### config.mk
export PLATFORM = sky130hd
export DESIGN_NAME = accc_core
export DESIGN_NICKNAME = d
export VERILOG_FILES = /design/src/accc_pkg.sv /design/src/accc_sync_if.sv /design/src/accc_core.sv /design/src/accc_filt_seq.sv /design/src/accc_mod_div.sv
export SDC_FILE = /design/constraint.sdc
export NUM_CORES = 1
export LEC_CHECK = 0
export BUFFER_PORTS_ARGS = -buffer_cell sky130_fd_sc_hd__buf_4
export CAP_MARGIN = 30
export CORE_ASPECT_RATIO = 0.9
export CORE_MARGIN = 1
export CORE_UTILIZATION = 50
export CTS_CLUSTER_SIZE = 16
export DETAILED_ROUTE_END_ITERATION = 10
export PLACE_DENSITY = 0.83
export RECOVER_POWER = 25
export SYNTH_ARGS = -nofsm -noshare
export SYNTH_HDL_FRONTEND = slang
export SYNTH_SLANG_ARGS = --single-unit
### constraint.sdc
create_clock -name clk_i -period 8.3 [get_ports clk_i]
set_clock_uncertainty 0.15 [all_clocks]
set_input_delay 0.415 -clock clk_i [delete_from_list [all_inputs] [get_ports clk_i]]
set_output_delay 0.415 -clock clk_i [all_outputs]
set_load 0.05 [all_outputs]
### src/accc_pkg.sv
// Purpose: Shared constants and types for the converter control core
// Assumes: One 250 MHz clock, synchronous active-high reset
// Notes:   Register indices follow the byte-wide register bank
package accc_pkg;

  // ------------------------------------------------------------
  // Register indices
  // ------------------------------------------------------------
  localparam logic [3:0] ACCC_SETUP_IDX   = 4'h0;
  localparam logic [3:0] ACCC_MUX_IDX     = 4'h1;
  localparam logic [3:0] ACCC_ACR_IDX     = 4'h2;
  localparam logic [3:0] ACCC_SRC_A_IDX   = 4'h3;
  localparam logic [3:0] ACCC_SRC_B_IDX   = 4'h4;
  localparam logic [3:0] ACCC_TRIM_IDX    = 4'h5;
  localparam logic [3:0] ACCC_GPIO_IDX    = 4'h6;
  localparam logic [3:0] ACCC_DIR_IDX     = 4'h7;
  localparam logic [3:0] ACCC_DECL_IDX    = 4'h8;
  localparam logic [3:0] ACCC_MDEC_IDX    = 4'h9;

  // ------------------------------------------------------------
  // Field positions
  // ------------------------------------------------------------
  localparam int ACCC_SPEED_BIT   = 4;
  localparam int ACCC_REFEN_BIT   = 3;
  localparam int ACCC_REFHI_BIT   = 2;
  localparam int ACCC_BUFFER_ENABLE_PIN_BIT   = 1;
  localparam int ACCC_ACR_A_LSB   = 3;
  localparam int ACCC_ACR_B_LSB   = 5;
  localparam int ACCC_MDEC_RDY    = 7;
  localparam int ACCC_MDEC_SM_LSB = 4;

  // ------------------------------------------------------------
  // Reset values
  // ------------------------------------------------------------
  localparam logic [7:0] ACCC_SETUP_RST = 8'h0e;
  localparam logic [7:0] ACCC_MUX_RST   = 8'h01;
  localparam logic [7:0] ACCC_ZERO_RST  = 8'h00;
  localparam logic [7:0] ACCC_DECL_RST  = 8'h80;
  localparam logic [7:0] ACCC_MDEC_RST  = 8'h80;
  localparam logic [2:0] ACCC_ID_CODE   = 3'h0; // Arbitrary value

  // ------------------------------------------------------------
  // Timing counts
  // ------------------------------------------------------------
  localparam logic [8:0] ACCC_DIV_SLOW  = 9'h100;
  localparam logic [8:0] ACCC_DIV_FAST  = 9'h080;
  localparam logic [4:0] ACCC_CAL_ONE   = 5'h07;
  localparam logic [4:0] ACCC_CAL_BOTH  = 5'h0e;
  localparam logic [1:0] ACCC_FAST_CNT  = 2'h2;

  // ------------------------------------------------------------
  // Commands and modes
  // ------------------------------------------------------------
  typedef enum logic [2:0] {
    ACCC_CAL_SELF_BOTH = 3'h0,
    ACCC_CAL_SELF_GAIN = 3'h1,
    ACCC_CAL_SELF_OFFS = 3'h2,
    ACCC_CAL_SYS_OFFS  = 3'h3,
    ACCC_CAL_SYS_GAIN  = 3'h4
  } accc_cal_t;

  typedef enum logic [1:0] {
    ACCC_FLT_AUTO  = 2'h0,
    ACCC_FLT_FAST  = 2'h1,
    ACCC_FLT_SINC2 = 2'h2,
    ACCC_FLT_SINC3 = 2'h3
  } accc_flt_t;

endpackage : accc_pkg

### src/accc_sync_if.sv
// Purpose: Carrier between the top and its helper modules
// Assumes: Single clock domain
// Notes:   Holds timing strobes and filter selection
`timescale 1ns/10ps
`default_nettype none
interface accc_sync_if;
  import accc_pkg::*;
  logic      speed;
  logic      mod_tick;
  logic      data_tick;
  logic      restart;
  logic [1:0] smode;
  accc_flt_t active_flt;
  modport div (input speed, output mod_tick);
  modport seq (input data_tick, input restart, input smode, output active_flt);
  modport top (output speed, input mod_tick, output data_tick, output restart,
               output smode, input active_flt);
endinterface : accc_sync_if
`default_nettype wire
### src/accc_core.sv
// Purpose: Configuration, calibration and I/O control of the converter
// Assumes: Register port is byte-wide, single-cycle, synchronous
// Notes:   Analog settings leave as decoded control outputs
//
// How it works
// - Buffer on only when pin and control bit are both set.
// - Two current sources, each an 8-bit code plus range field.
// - Current scale is code times two to range minus one; range zero is off.
// - Three-bit gain field selects gains one to 128 in powers of two.
// - Offset trim is sign-magnitude: top bit sign, seven bits magnitude.
// - Modulator tick is master clock over 128 or 256 by speed bit.
// - Reference enable bit and level bit drive the reference outputs.
// - Three self-calibration commands: both, gain only, offset only.
// - Single calibrations take seven data periods, combined takes fourteen.
// - System offset calibration, host applies zero input, seven periods.
// - System gain calibration, host applies full-scale input.
// - Ready output falls when calibration finishes.
// - Fast, sinc2, sinc3 filters or an automatic mode.
// - Auto mode: two fast conversions, one sinc2, then sinc3.
// - Eight general I/O pins come up as inputs.
// - Direction bit per pin; value register sets driven level.
// - Input pins read back their level through a two-stage synchroniser.
// - Device is serial slave only, never drives the clock.
// - Back-to-back accesses accepted without idle gaps.
// - Clock polarity taken from the polarity pin.
// - Ready rises after a data read and before result update.
`timescale 1ns/10ps
`default_nettype none
module accc_core
  import accc_pkg::*;
(
  input  wire logic       clk_i,
  input  wire logic       rst_i,
  input  wire logic       buffer_enable_pin_i,
  input  wire logic       sclk_polarity_pin_i,
  input  wire logic       reg_wr_i,
  input  wire logic       reg_rd_i,
  input  wire logic [3:0] reg_addr_i,
  input  wire logic [7:0] reg_wdata_i,
  output logic      [7:0] reg_rdata_o,
  input  wire logic       cal_start_i,
  input  wire logic [2:0] cal_cmd_i,
  input  wire logic       data_read_i,
  input  wire logic       gpio_value_i_i,
  input  wire logic [7:0] gpio_pin_i,
  output logic      [7:0] gpio_pin_o,
  output logic      [7:0] gpio_pin_oe_o,
  output logic            buffer_on_o,
  output logic            ref_on_o,
  output logic            internal_vref_level_o,
  output logic      [7:0] current_source_a_o,
  output logic      [7:0] current_source_b_o,
  output logic      [3:0] src_a_scale_o,
  output logic      [3:0] src_b_scale_o,
  output logic      [7:0] gain_o,
  output logic            offset_trim_neg_o,
  output logic      [6:0] offset_trim_mag_o,
  output logic            modulator_rate_o,
  output logic      [1:0] filter_o,
  output logic            cal_busy_o,
  output logic      [2:0] cal_kind_o,
  output logic            sclk_idle_high_o,
  output logic            result_ready_n_o
);

  // ------------------------------------------------------------
  // State
  // ------------------------------------------------------------
  typedef enum logic [1:0] {
    CAL_IDLE = 2'b01,
    CAL_RUN  = 2'b10
  } accc_cal_st_t;

  typedef struct packed {
    logic [7:0]   setup;
    logic [7:0]   mux;
    logic [7:0]   analog_control_reg;
    logic [7:0]   src_a;
    logic [7:0]   src_b;
    logic [7:0]   trim;
    logic [7:0]   gpio;
    logic [7:0]   dir;
    logic [7:0]   decl;
    logic [7:0]   mdec;
    logic [7:0]   sync1;
    logic [7:0]   sync2;
    logic [10:0]  dcnt;
    logic         dtick;
    accc_cal_st_t cal;
    logic [4:0]   cal_left;
    logic [2:0]   cal_kind;
    logic         rdy_n;
    logic [7:0]   rdata;
    logic         restart;
  } accc_st_t;

  accc_st_t st_r;
  accc_st_t st_nxt;

  accc_sync_if sif ();

  accc_mod_div u_div (
    .clk_i (clk_i),
    .rst_i (rst_i),
    .sif   (sif)
  );

  accc_filt_seq u_seq (
    .clk_i (clk_i),
    .rst_i (rst_i),
    .sif   (sif)
  );

  assign sif.speed     = st_r.setup[ACCC_SPEED_BIT];
  assign sif.data_tick = st_r.dtick;
  assign sif.restart   = st_r.restart;
  assign sif.smode     = st_r.mdec[ACCC_MDEC_SM_LSB +: 2];

  // ------------------------------------------------------------
  // Helpers
  // ------------------------------------------------------------
  // Range code 0 is treated as off; 1..3 scale by 1, 2, 4
  function automatic logic [3:0] accc_range_scale(input logic [1:0] rng);
    accc_range_scale = (rng == 2'h0) ? 4'h0 : 4'(4'h1 << (rng - 2'h1));
  endfunction : accc_range_scale

  function automatic logic [10:0] accc_dec_ratio(input logic [7:0] lo, input logic [7:0] hi);
    accc_dec_ratio = {hi[2:0], lo};
  endfunction : accc_dec_ratio

  // ------------------------------------------------------------
  // Next state
  // ------------------------------------------------------------
  always_comb begin
    logic [10:0] ratio;
    logic [7:0]  pin_rd;
    ratio  = accc_dec_ratio(st_r.decl, st_r.mdec);
    pin_rd = (st_r.dir & st_r.sync2) | (~st_r.dir & st_r.gpio);
    st_nxt = st_r;
    st_nxt.dtick   = 1'b0;
    st_nxt.restart = 1'b0;

    // Synchroniser: first stage feeds only the second
    st_nxt.sync1 = gpio_pin_i;
    st_nxt.sync2 = st_r.sync1;

    // Conversion period from modulator ticks and decimation ratio
    if (sif.mod_tick) begin
      if (st_r.dcnt >= ratio - 11'h001 || ratio == 11'h000) begin
        st_nxt.dcnt  = 11'h000;
        st_nxt.dtick = 1'b1;
      end else begin
        st_nxt.dcnt = st_r.dcnt + 11'h001;
      end
    end

    // Register writes, back to back allowed
    if (reg_wr_i) begin
      unique case (reg_addr_i)
        ACCC_SETUP_IDX: st_nxt.setup = {ACCC_ID_CODE, reg_wdata_i[4:0]};
        ACCC_MUX_IDX: begin
          st_nxt.mux = reg_wdata_i;
          st_nxt.restart = (reg_wdata_i != st_r.mux);
        end
        ACCC_ACR_IDX: begin
          st_nxt.analog_control_reg = reg_wdata_i;
          st_nxt.restart = (reg_wdata_i[2:0] != st_r.analog_control_reg[2:0]);
        end
        ACCC_SRC_A_IDX: st_nxt.src_a = reg_wdata_i;
        ACCC_SRC_B_IDX: st_nxt.src_b = reg_wdata_i;
        ACCC_TRIM_IDX:  st_nxt.trim  = reg_wdata_i;
        ACCC_GPIO_IDX:  st_nxt.gpio  = reg_wdata_i;
        ACCC_DIR_IDX:   st_nxt.dir   = reg_wdata_i;
        ACCC_DECL_IDX:  st_nxt.decl  = reg_wdata_i;
        ACCC_MDEC_IDX: begin
          st_nxt.mdec = {st_r.mdec[ACCC_MDEC_RDY], reg_wdata_i[6:4], 1'b0, reg_wdata_i[2:0]};
        end
        default: ;
      endcase
    end

    // Read data, registered
    unique case (reg_addr_i)
      ACCC_SETUP_IDX: st_nxt.rdata = st_r.setup;
      ACCC_MUX_IDX:   st_nxt.rdata = st_r.mux;
      ACCC_ACR_IDX:   st_nxt.rdata = st_r.analog_control_reg;
      ACCC_SRC_A_IDX: st_nxt.rdata = st_r.src_a;
      ACCC_SRC_B_IDX: st_nxt.rdata = st_r.src_b;
      ACCC_TRIM_IDX:  st_nxt.rdata = st_r.trim;
      ACCC_GPIO_IDX:  st_nxt.rdata = pin_rd;
      ACCC_DIR_IDX:   st_nxt.rdata = st_r.dir;
      ACCC_DECL_IDX:  st_nxt.rdata = st_r.decl;
      ACCC_MDEC_IDX:  st_nxt.rdata = {st_r.rdy_n, st_r.mdec[6:0]};
      default:        st_nxt.rdata = ACCC_ZERO_RST;
    endcase
    if (!reg_rd_i) begin
      st_nxt.rdata = st_r.rdata;
    end

    // Calibration sequencer
    unique case (st_r.cal)
      CAL_IDLE: begin
        if (cal_start_i && cal_cmd_i <= 3'(ACCC_CAL_SYS_GAIN)) begin
          st_nxt.cal      = CAL_RUN;
          st_nxt.cal_kind = cal_cmd_i;
          st_nxt.cal_left = (cal_cmd_i == 3'(ACCC_CAL_SELF_BOTH)) ? ACCC_CAL_BOTH : ACCC_CAL_ONE;
          st_nxt.rdy_n    = 1'b1;
        end
      end
      CAL_RUN: begin
        if (st_r.dtick) begin
          st_nxt.cal_left = st_r.cal_left - 5'h01;
          if (st_r.cal_left == 5'h01) begin
            st_nxt.cal = CAL_IDLE;
          end
        end
      end
      default: st_nxt.cal = CAL_IDLE;
    endcase

    // Ready flag: falls on new data or calibration end, rises on read
    if (st_r.cal == CAL_IDLE && st_nxt.cal == CAL_IDLE) begin
      if (data_read_i) begin
        st_nxt.rdy_n = 1'b1;
      end
      if (sif.mod_tick && st_r.dcnt == ratio - 11'h002) begin
        st_nxt.rdy_n = 1'b1;
      end
      if (st_r.dtick) begin
        st_nxt.rdy_n = 1'b0; // New data wins over a read in the same cycle
      end
    end
    if (st_r.cal == CAL_RUN && st_r.dtick && st_r.cal_left == 5'h01) begin
      st_nxt.rdy_n = 1'b0;
    end
    st_nxt.mdec[ACCC_MDEC_RDY] = st_nxt.rdy_n;
  end

  always_ff @(posedge clk_i) begin
    if (rst_i) begin
      st_r          <= '0;
      st_r.setup    <= {ACCC_ID_CODE, ACCC_SETUP_RST[4:0]};
      st_r.mux      <= ACCC_MUX_RST;
      st_r.dir      <= 8'hff;
      st_r.decl     <= ACCC_DECL_RST;
      st_r.mdec     <= ACCC_MDEC_RST;
      st_r.cal      <= CAL_IDLE;
      st_r.rdy_n    <= 1'b1;
    end else begin
      st_r <= st_nxt;
    end
  end

  // ------------------------------------------------------------
  // Outputs
  // ------------------------------------------------------------
  assign reg_rdata_o           = st_r.rdata;
  assign gpio_pin_o            = st_r.gpio;
  assign gpio_pin_oe_o         = ~st_r.dir;
  assign buffer_on_o           = buffer_enable_pin_i & st_r.setup[ACCC_BUFFER_ENABLE_PIN_BIT];
  assign ref_on_o              = st_r.setup[ACCC_REFEN_BIT];
  assign internal_vref_level_o = st_r.setup[ACCC_REFHI_BIT];
  assign current_source_a_o    = st_r.src_a;
  assign current_source_b_o    = st_r.src_b;
  assign src_a_scale_o         = accc_range_scale(st_r.analog_control_reg[ACCC_ACR_A_LSB +: 2]);
  assign src_b_scale_o         = accc_range_scale(st_r.analog_control_reg[ACCC_ACR_B_LSB +: 2]);
  assign gain_o                = 8'(8'h01 << st_r.analog_control_reg[2:0]);
  assign offset_trim_neg_o     = st_r.trim[7];
  assign offset_trim_mag_o     = st_r.trim[6:0];
  assign modulator_rate_o      = sif.mod_tick;
  assign filter_o              = 2'(sif.active_flt);
  assign cal_busy_o            = (st_r.cal == CAL_RUN);
  assign cal_kind_o            = st_r.cal_kind;
  assign sclk_idle_high_o      = ~sclk_polarity_pin_i;
  assign result_ready_n_o      = st_r.rdy_n;

  // gpio_value_i_i is unused spare strap
  logic unused_w;
  assign unused_w = gpio_value_i_i;
endmodule : accc_core
`default_nettype wire

### src/accc_filt_seq.sv
// Purpose: Digital filter selection and automatic sequencing
// Assumes: data_tick marks the end of each conversion
// Notes:   Restart pulses on channel or gain change
`timescale 1ns/10ps
`default_nettype none
module accc_filt_seq
  import accc_pkg::*;
(
  input  wire logic clk_i,
  input  wire logic rst_i,
  accc_sync_if.seq  sif
);
  typedef enum logic [2:0] {
    SQ_FAST  = 3'b001,
    SQ_SINC2 = 3'b010,
    SQ_SINC3 = 3'b100
  } accc_sq_t;

  typedef struct packed {
    accc_sq_t   sq;
    logic [1:0] n;
  } accc_seq_st_t;

  accc_seq_st_t st_r;
  accc_seq_st_t st_nxt;

  always_comb begin
    st_nxt = st_r;
    if (sif.restart) begin
      st_nxt.sq = SQ_FAST;
      st_nxt.n  = 2'h0;
    end else if (sif.data_tick) begin
      unique case (st_r.sq)
        SQ_FAST: begin
          if (st_r.n == ACCC_FAST_CNT - 2'h1) begin
            st_nxt.sq = SQ_SINC2;
          end else begin
            st_nxt.n = st_r.n + 2'h1;
          end
        end
        SQ_SINC2: st_nxt.sq = SQ_SINC3;
        SQ_SINC3: st_nxt.sq = SQ_SINC3;
        default:  st_nxt.sq = SQ_SINC3;
      endcase
    end
  end

  always_ff @(posedge clk_i) begin
    if (rst_i) begin
      st_r <= '{sq: SQ_FAST, n: 2'h0};
    end else begin
      st_r <= st_nxt;
    end
  end

  always_comb begin
    if (sif.smode != 2'(ACCC_FLT_AUTO)) begin
      sif.active_flt = accc_flt_t'(sif.smode);
    end else begin
      unique case (st_r.sq)
        SQ_FAST:  sif.active_flt = ACCC_FLT_FAST;
        SQ_SINC2: sif.active_flt = ACCC_FLT_SINC2;
        default:  sif.active_flt = ACCC_FLT_SINC3;
      endcase
    end
  end
endmodule : accc_filt_seq
`default_nettype wire

### src/accc_mod_div.sv
// Purpose: Modulator rate divider producing a one-cycle enable
// Assumes: Speed bit may change at any time
// Notes:   Count restarts when it passes the new terminal value
`timescale 1ns/10ps
`default_nettype none
module accc_mod_div
  import accc_pkg::*;
(
  input  wire logic clk_i,
  input  wire logic rst_i,
  accc_sync_if.div  sif
);
  typedef struct packed {
    logic [8:0] cnt;
    logic       tick;
  } accc_div_st_t;

  accc_div_st_t st_r;
  accc_div_st_t st_nxt;

  always_comb begin
    logic [8:0] lim;
    lim    = sif.speed ? ACCC_DIV_SLOW : ACCC_DIV_FAST;
    st_nxt = st_r;
    st_nxt.tick = 1'b0;
    if (st_r.cnt >= lim - 9'h001) begin
      st_nxt.cnt  = 9'h000;
      st_nxt.tick = 1'b1;
    end else begin
      st_nxt.cnt = st_r.cnt + 9'h001;
    end
  end

  always_ff @(posedge clk_i) begin
    if (rst_i) begin
      st_r <= '0;
    end else begin
      st_r <= st_nxt;
    end
  end

  assign sif.mod_tick = st_r.tick;
endmodule : accc_mod_div
`default_nettype wire

==> impl_metrics.tcl, run 1 <==
set metrics [dict create \
    worst_skew_pair.late_latency_ns 0.43 \
    io_pins 108 \
    grt_max_degree 71 \
    synth_seq_cells 138 \
    place_worst_setup_slack_ns 4.928 \
    power.switching_uw 451.5 \
    p_leak_nw 3.574 \
    initial_core_util_pct 52.18 \
    swShare_pct 26.40 \
    reg2reg_depth 12 \
    fin_crit_ns 3.434 \
    netlist_area_um2 7442 \
    crit_fanout 12 \
    hold_viol 0 \
    num_antenna_cells 0 \
    r2r-start "st_r[57]" \
    run_status "complete, but fails checks" \
    grt_remaining_overflow 0 \
    dieWidth_um 130.6 \
    core_um2 14260 \
    cts_num_sinks 138 \
    critPathArrivalTime_ns 3.56 \
    clock_tree.root_cell "clkbuf_16" \
    rows 41 \
    cts.path.max_buffers 2 \
    layout_setup_ws_ns 4.866 \
    clockPowerShare_pct 45.9 \
    fmax_ghz 0.2912 \
    ir_drop_uv 163.0 \
    cts.hold.buffers_added 0 \
    drt_iter0_drc 574 \
    antenna_found_initial 0 \
    setup_viol 0 \
    crit_path_end_kind "register" \
    fin_setup_tns_ns 0 \
    drive_gt1_share_pct 14.10 \
    report.final.slew_viol_count 59 \
    worstPathRequired_ns 8.43 \
    chipHeight_um 117.7 \
    synthArstFlopShare_pct 0 \
    final_common_cell "dfxtp_1" \
    numPortBuffers 104 \
    grt_pass1_wl_mm 29.29 \
    grt_pass1_vias 5593 \
    combPwrFrac_pct 12.9 \
    crit_type "reg -> reg" \
    cts_buffers 17 \
    holdPathStages 2 \
    intPower_mw 1.259 \
    synth.distinct_cells 72 \
    layout.nets 941 \
    synth_top_cell_area_share_pct 37.12 \
    holdCritPathClass "in -> reg" \
    relSlewSlack_pct -65.93 \
    avgSynthCellArea_um2 8.634 \
    path_clk_slew_ns 0.06 \
    synth_edf_count 0 \
    synth_flop_cell "dfxtp_1" \
    reg2reg_slack_ns 4.87 \
    yosys-top-cells-area "dfxtp_1, mux2i_1, nor2_1" \
    dp_hpwl_mm 12.75 \
    worst_pin_slew_ns 2.489 \
    grt_usage_pct 24.73 \
    cts_tree "done" \
    fin_cells 1094 \
    startpoint_type "register" \
    power.density_nw_per_um2 204.6 \
    hold_start "gpio_pin_i[2]" \
    final_core_util_pct 58.62 \
    die-area_um2 15380 \
    cts-resized-gates 0 \
    violations "capacitance limit, slew limit" \
    postCtsSetupRepairBufs 0 \
    maxCapViolCount 1 \
    yosysTopAreaCell "dfxtp_1" \
    layout.cells.most_common_list "dfxtp_1, nor2_1, buf_4" \
    drt-total-wl_mm 18.48 \
    netlist_instances 862 \
    rsz0062_at_grt "no" \
    routedWlPerCell_um 16.89 \
    min_period_over_period_pct 41.37 \
    routed_via_density 5.656 \
    r2r-end "sif.data_tick" \
    power_frac_seq_pct 41.2 \
    dr_total_vias 6188 \
    antenna_left 0 \
    cts_max_level 4 \
    drtPass1Iterations 5 \
    synth-warning-count 0 \
    place_congestion 0.9437 \
    ys_seq_area_share_pct 37.12 \
    dp_cells 1062 \
    areaGrowthSynthToFinish_pct 12.32 \
    holdPathEnd "st_nxt[34]" \
    drc_errors 0 \
]
## per-stage QoR
step | area (µm²) | power (mW) | hold slack, ns
floorplan | 7446 | 0.8864 | 0.2638
global placement | 7868 | 0.9326 | 0.2659
detailed placement | 7868 | 0.9370 | 0.2808
CTS | 8483 | 1.717 | 0.03685
global route | 8359 | 1.772 | 0.05155
finish | 8359 | 1.710 | 0.04909
## worst max-delay path by stage
stage                           to  depth (start not counted)      from  slack [ns]
finish               sif.data_tick                         12  st_r[57]        4.87
global route        reg_rdata_o[6]                          5     rst_i        4.59
CTS                  sif.data_tick                         12  st_r[57]        4.89
detailed placement   sif.data_tick                         12  st_r[57]        4.93
global placement     sif.data_tick                         12  st_r[56]        4.93
floorplan                 st_r[28]                         13  st_r[57]        5.44
## cell type report
class	instances	area (µm²)
clock inverter	9	137.6
fill	1314	5902
sequential	138	2763
inverter	36	135.1
timing repair buffer	105	664.4
tap	193	241.5
multi-input combinational	590	3940
clock buffer	23	478.0
## worst max-delay path, cell delays in order, from the launching register on
cell      delay, ns
dfxtp_1        0.37
inv_1          0.10
ha_1           0.17
nor3b_1        0.60
nand3_1        0.19
xor2_1         0.18
ha_1           0.30
a21o_1         0.16
a21o_1         0.17
a32o_1         0.20
o21ai_1        0.17
o211ai_2       0.29
nor2b_1        0.23
## metal layers
metal  vias up  GRT usage (%)  part of all wire (%)
met3        44          7.364                   8.8
met1      2901          34.39                    45
met2       276          35.32                    43
met5         -              0                     0
li1       2967              -                     -
met4         0          10.06                   3.0
## registers in the layout, indices dropped and copies added, names as in the netlist, 2 cells and up
name                cells
cal_kind_o              3
current_source_a_o      8
current_source_b_o      8
gpio_pin_o              8
offset_trim_mag_o       7
reg_rdata_o             8
sif.smode               2
st_nxt                  8
st_r                   64
u_div.st_r              9
u_seq.st_r              5
## Yosys cell counts, types with 8 or more instances
cell      count
nand3_1      22
nor2_1      122
a21oi_1      23
xnor2_1      33
o21ai_0      30
a22oi_1       8
xor2_1       19
nand4_1       9
inv_1        36
a211o_1      12
nand2_1      44
buf_2        18
mux2i_1      71
nor3_1       20
clkbuf_1     29
buf_4        47
dfxtp_1     138
ha_1         21
nor2b_1      31
## logic make-up (layout without fill, tap and decap cells)
group | count (synthesis) | after routing | share of synthesized area [%]
flops | 138 | 138 | 37.12
fa+ha+maj | 21 | 21 | 3.531
xor+xnor | 52 | 52 | 6.120
compound gates | 134 | 134 | 12.37
other cells | 1 | 2 | 0.05039
simple gates | 306 | 306 | 20.66
mux | 75 | 75 | 10.15
buf+inv | 135 | 173 | 9.987
## power groups by stage
stage / sequential [mW] / combinational [mW] / clock [mW]
global placement: 0.717 / 0.216 / 0
floorplan: 0.713 / 0.174 / 0
detailed placement: 0.718 / 0.219 / 0
global route: 0.707 / 0.241 / 0.824
finish: 0.704 / 0.221 / 0.785
CTS: 0.704 / 0.221 / 0.792
No activity file was read; power rests on OpenSTA's default activity.
==> run 2, diff against run 1 <==
Settings changed: ABC_AREA set to 1, PLACE_DENSITY 0.83 to 0.84.
Clock period 8.3 ns to 3.25 ns, I/O delays scaled along.
==> impl_metrics.tcl, run 2 <==
set metrics [dict create \
    final_common_cell "nand2_1" \
    worstPathRequired_ns 3.45 \
    antenna_found_initial 0 \
    grt_usage_pct 26.00 \
    drt-total-wl_mm 18.57 \
    drtPass1Iterations 6 \
    hold_viol 0 \
    cts_max_level 4 \
    num_antenna_cells 0 \
    critPathArrivalTime_ns 3.06 \
    synth_seq_cells 138 \
    power.density_nw_per_um2 566.1 \
    p_leak_nw 3.601 \
    synth_edf_count 0 \
    initial_core_util_pct 52.07 \
    ys_seq_area_share_pct 39.12 \
    die-area_um2 14600 \
    r2r-end "st_r[27]" \
    fmax_ghz 0.3494 \
    routed_via_density 5.328 \
    drive_gt1_share_pct 12.04 \
    hold_start "rst_i" \
    cts_buffers 17 \
    avgSynthCellArea_um2 7.090 \
    layout.nets 1120 \
    min_period_over_period_pct 88.07 \
    synth.distinct_cells 36 \
    cts.path.max_buffers 2 \
    startpoint_type "register" \
    crit_type "reg -> reg" \
    grt_remaining_overflow 0 \
    chipHeight_um 114.7 \
    antenna_left 0 \
    routedWlPerCell_um 14.64 \
    worst_skew_pair.late_latency_ns 0.42 \
    cts_num_sinks 138 \
    whs_ns 0.04599 \
    yosysTopAreaCell "dfxtp_1" \
    dr_total_vias 6761 \
    fin_cells 1269 \
    synth-warning-count 0 \
    grt_max_degree 66 \
    worst_pin_slew_ns 0.6581 \
    rows 40 \
    top_regs "st_r x64, u_div.st_r x9" \
    reg2reg_depth 14 \
    numPortBuffers 104 \
    largest_register_ffs 64 \
    synth_top_cell_area_share_pct 39.12 \
    place_worst_setup_slack_ns 0.4473 \
    areaGrowthSynthToFinish_pct 18.53 \
    rsz0062_at_grt "no" \
    r2r-start "st_r[57]" \
    place_congestion 0.9483 \
    maxCapViolCount 0 \
    postCtsSetupRepairBufs 0 \
    run_status "finished clean" \
    yosys-top-cells-area "dfxtp_1, nand2_1, a21oi_1" \
    layout.cells.most_common_list "nand2_1, dfxtp_1, inv_1" \
    ir_drop_uv 431.5 \
    clock_tree.root_cell "clkbuf_16" \
    fillers 1151 \
    grt_pass1_vias 6157 \
    netlist_instances 996 \
    reg2reg_slack_ns 0.39 \
    dieWidth_um 127.3 \
    drt_iter0_drc 715 \
    report.final.slew_viol_count 0 \
    postPlaceCellArea_um2 7621 \
    synth_commonest_cells "nand2_1, dfxtp_1, inv_1" \
    post-synth-top-count-cell "nand2_1" \
    setup_viol 0 \
    cts_tree "done" \
    holdCritPathClass "in -> reg" \
    fin_crit_ns 2.862 \
    dp_cells 1214 \
    dp_hpwl_mm 12.52 \
    fin_area_um2 8371 \
    path_clk_slew_ns 0.06 \
    fin_setup_tns_ns 0 \
    crit_fanout 11 \
    synth_flop_cell "dfxtp_1" \
    synthArstFlopShare_pct 0 \
    holdPathEnd "st_nxt[34]" \
    io_pins 108 \
    netlist_area_um2 7062 \
    layout_setup_ws_ns 0.3877 \
    crit_path_end_kind "register" \
    drc_errors 0 \
    core_um2 13560 \
    top_register "st_r" \
    relSlewSlack_pct 56.08 \
    holdPathStages 2 \
    grt_pass1_wl_mm 29.75 \
]
[run 2: changes by cell type after synthesis, sizes merged, moves of 33 or more]
cell / before / now
nor2b: 33 / 0
nand2: 45 / 162
inv: 36 / 142
a21oi: 24 / 101
o21ai: 31 / 91
mux2i: 71 / 1
[run 2: worst max-delay path by stage]
stage	from	to	slack (ns)	depth (start not counted)
global route	st_r[57]	st_r[21]	0.16	15
detailed placement	st_r[57]	st_r[27]	0.45	13
floorplan	st_r[57]	st_r[23]	0.85	16
finish	st_r[57]	st_r[27]	0.39	14
CTS	st_r[57]	st_r[27]	0.41	14
global placement	st_r[57]	st_r[27]	0.51	15
[run 2: timing repair]
| action | in CTS | in global routing |
|---|---|---|
| hold buffers | 23 | 0 |
| endpoints found under the hold margin | 54 | 0 |
| setup endpoints to repair | 0 | 0 |
| resized for setup | 0 | 0 |
[run 2: metal layers]
layer / up-vias / routed length, µm / GRT usage (%)
met2: 293 / 8335 / 41.13
met3: 50 / 1755 / 7.352
met1: 3093 / 7953 / 33.15
met4: 0 / 529 / 11.75
li1: 3325 / - / -
met5: - / 0 / 0
[run 2: cell type report]
cell class / instances / area, µm² / area share (%)
clock inverter: 13 / 214.0 / 2.556
multi-input combinational: 639 / 3297 / 39.39
tap: 189 / 236.5 / 2.825
timing repair buffer: 128 / 890.9 / 10.64
sequential: 138 / 2763 / 33.00
clock buffer: 19 / 432.9 / 5.172
inverter: 143 / 536.8 / 6.413
[run 2: logic make-up (layout without fill, tap and decap cells)]
kind of cell               Yosys count  count (layout)  share of synthesized area [%]
buffers and inverters              220             303                          14.25
DFF                                138             138                          39.12
adders and majority gates           21              21                          3.721
AOI/OAI and AO/OA                  228             228                          17.03
and+or+nand+nor                    352             352                          21.35
xor gates and xnor gates            35              35                          4.341
muxes                                1               1                         0.1417
other                                1               2                        0.05310
[run 2: power breakdown]
part / total, mW / switching (mW) / internal, mW
registers: 1.83 / 0.0485 / 1.78
clock network: 2.15 / 0.777 / 1.37
logic: 0.765 / 0.519 / 0.246
total: 4.74 / 1.34 / 3.39
[run 2: critical path: stages (launching register included)]
cell and delay (ns):
dfxtp_1 0.32, inv_1 0.19, ha_1 0.28, nand2_1 0.14, nor2_1 0.17, xor2_1 0.18
inv_1 0.07, ha_1 0.29, nand2_1 0.08, o21ai_0 0.11, a21oi_1 0.15, nand4_1 0.11
nand2_1 0.09, nand2_1 0.23, nor3b_1 0.23
[run 2: through the flow]
step / utilization [%] / total power [mW]
2_1_floorplan: - / 2.437
3_3_place_gp: 56.19 / 2.577
3_5_place_dp: 56.19 / 2.597
4_1_cts: 62.66 / 4.743
5_1_grt: 61.72 / 4.924
6_report: 61.72 / 4.739
==> run 3, diff against run 2 <==
Clock period 3.25 ns to 3.41 ns, I/O delays scaled along.
==> impl_metrics.tcl, run 3 (synthesis results as in run 2) <==
set metrics [dict create \
    dp_cells 1215 \
    clockPowerShare_pct 44.4 \
    critical_path_buf_inv_count 2 \
    holdPathStages 2 \
    drt-total-wl_mm 18.81 \
    combPwrFrac_pct 16.4 \
    cts.hold.buffers_added 22 \
    min_period_over_period_pct 84.26 \
    fin_setup_tns_ns 0 \
    holdPathEnd "st_r[37]" \
    rows 40 \
    run_status "finished clean" \
    path_clk_slew_ns 0.06 \
    grt_pass1_vias 6240 \
    power_frac_seq_pct 39.2 \
    drc_errors 0 \
    largest_register_ffs 64 \
    place_worst_setup_slack_ns 0.5766 \
    final_common_cell "nand2_1" \
    grt_pass1_wl_mm 30.28 \
    grt_remaining_overflow 0 \
    routedWlPerCell_um 14.83 \
    place_congestion 0.9481 \
    hold_viol 0 \
    routed_via_density 5.343 \
    num_antenna_cells 0 \
    dp_hpwl_mm 12.80 \
    cts_num_sinks 138 \
    postCtsSetupRepairBufs 0 \
    path_delay_family "simple AND/OR/NAND/NOR gates" \
    io_pins 108 \
    ir_drop_uv 416.5 \
    die-area_um2 14600 \
    antenna_found_initial 0 \
    top_register "st_r" \
    swShare_pct 29.37 \
    maxCapViolCount 0 \
    cts_buffers 17 \
    relSlewSlack_pct 57.18 \
    dieWidth_um 127.3 \
    report.final.slew_viol_count 0 \
    grt_usage_pct 26.32 \
    worst_skew_pair.late_latency_ns 0.42 \
    startpoint_type "register" \
    grt_max_degree 46 \
    worst_pin_slew_ns 0.6450 \
    drtPass1Iterations 8 \
    setup_viol 0 \
    slowest_stage "dfxtp_1" \
    layout_setup_ws_ns 0.5368 \
    initial_core_util_pct 52.07 \
    clock_tree.root_cell "clkbuf_16" \
    numPortBuffers 104 \
    power.switching_mw 1.305 \
    drive_gt1_share_pct 12.31 \
    areaGrowthSynthToFinish_pct 18.32 \
    crit_chain "inv_1 > ha_1 > nand2_1 > nor2_1 > nand3_1 > xor2_1 > inv_1 > ha_1 > nand4_1 > nor2_1 > nand4_1 > nand4_1 > nand2_1 > nand2_1 > nor2_1" \
    crit_fanout 11 \
    power.density_nw_per_um2 531.9 \
    cts_tree "done" \
    r2r-start "st_r[57]" \
    chipHeight_um 114.7 \
    critPathArrivalTime_ns 3.02 \
    worstPathRequired_ns 3.56 \
    fmax_ghz 0.3480 \
    holdCritPathClass "in -> reg" \
    r2r-end "st_r[24]" \
    antenna_left 0 \
    layout.nets 1120 \
    dr_total_vias 6780 \
    p_leak_nw 3.602 \
    core_um2 13560 \
    hold_start "rst_i" \
    critical-path-max-stage-delay_ns 0.32 \
    layout.cells.most_common_list "nand2_1, dfxtp_1, inv_1" \
    reg2reg_depth 15 \
    intPower_mw 3.139 \
    reg2reg_slack_ns 0.54 \
    cts.path.max_buffers 2 \
    drt_iter0_drc 884 \
    cts_max_level 4 \
    cts-resized-gates 0 \
    crit_path_end_kind "register" \
    fin_cells 1269 \
    rsz0062_at_grt "no" \
    crit_type "reg -> reg" \
    top_regs "st_r x64, u_div.st_r x9" \
    fin_crit_ns 2.873 \
]
## run 3: worst max-delay path by stage
stage          startpoint       end  slack, ns  cells after the start
2_1_floorplan    st_r[57]  st_r[23]       1.01                     16
5_1_grt          st_r[57]  st_r[24]       0.21                     15
6_report         st_r[57]  st_r[24]       0.54                     15
3_5_place_dp     st_r[57]  st_r[27]       0.58                     15
3_3_place_gp     st_r[57]  st_r[27]       0.66                     15
4_1_cts          st_r[57]  st_r[24]       0.54                     15
## run 3: routing by layer
layer | up-vias | wire (µm) | track usage [%]
met1 | 3051 | 7969 | 34.55
li1 | 3318 | - | -
met5 | - | 0 | 0
met2 | 363 | 8543 | 41.82
met4 | 0 | 483 | 10.32
met3 | 48 | 1818 | 6.515
## run 3: power by group through the flow
stage / clock (mW) / sequential, mW / combinational (mW)
3_5_place_dp: 0 / 1.77 / 0.707
2_1_floorplan: 0 / 1.77 / 0.549
5_1_grt: 2.06 / 1.75 / 0.812
6_report: 1.97 / 1.74 / 0.730
4_1_cts: 1.98 / 1.74 / 0.736
3_3_place_gp: 0 / 1.77 / 0.686
## run 3: layout make-up
type / instances / area, µm²
inverter: 143 / 536.8
clock buffer: 19 / 452.9
tap: 189 / 236.5
fill: 1184 / 5207
clock inverter: 13 / 181.4
sequential: 138 / 2763
timing repair buffer: 128 / 888.4
multi-input combinational: 639 / 3297
## run 3: per-stage QoR
| step | cell area [µm²] | hold WS, ns | power, mW | util [%] |
|---|---|---|---|---|
| after global placement | 7629 | 0.2228 | 2.458 | 56.25 |
| final | 8356 | 0.05016 | 4.444 | 61.61 |
| after global routing | 8356 | 0.06228 | 4.623 | 61.61 |
| after detailed placement | 7629 | 0.2278 | 2.481 | 56.25 |
| after floorplan | 7066 | 0.1275 | 2.322 | - |
| after CTS | 8483 | 0.04598 | 4.455 | 62.55 |
## run 3: worst reg2reg max path: cells and delay by family, from the launching register on
kind / cells / cell delay (ns)
and+or+nand+nor: 10 / 1.31
adders and majority gates: 2 / 0.59
DFF: 1 / 0.32
buffers and inverters: 2 / 0.25
xor gates and xnor gates: 1 / 0.14
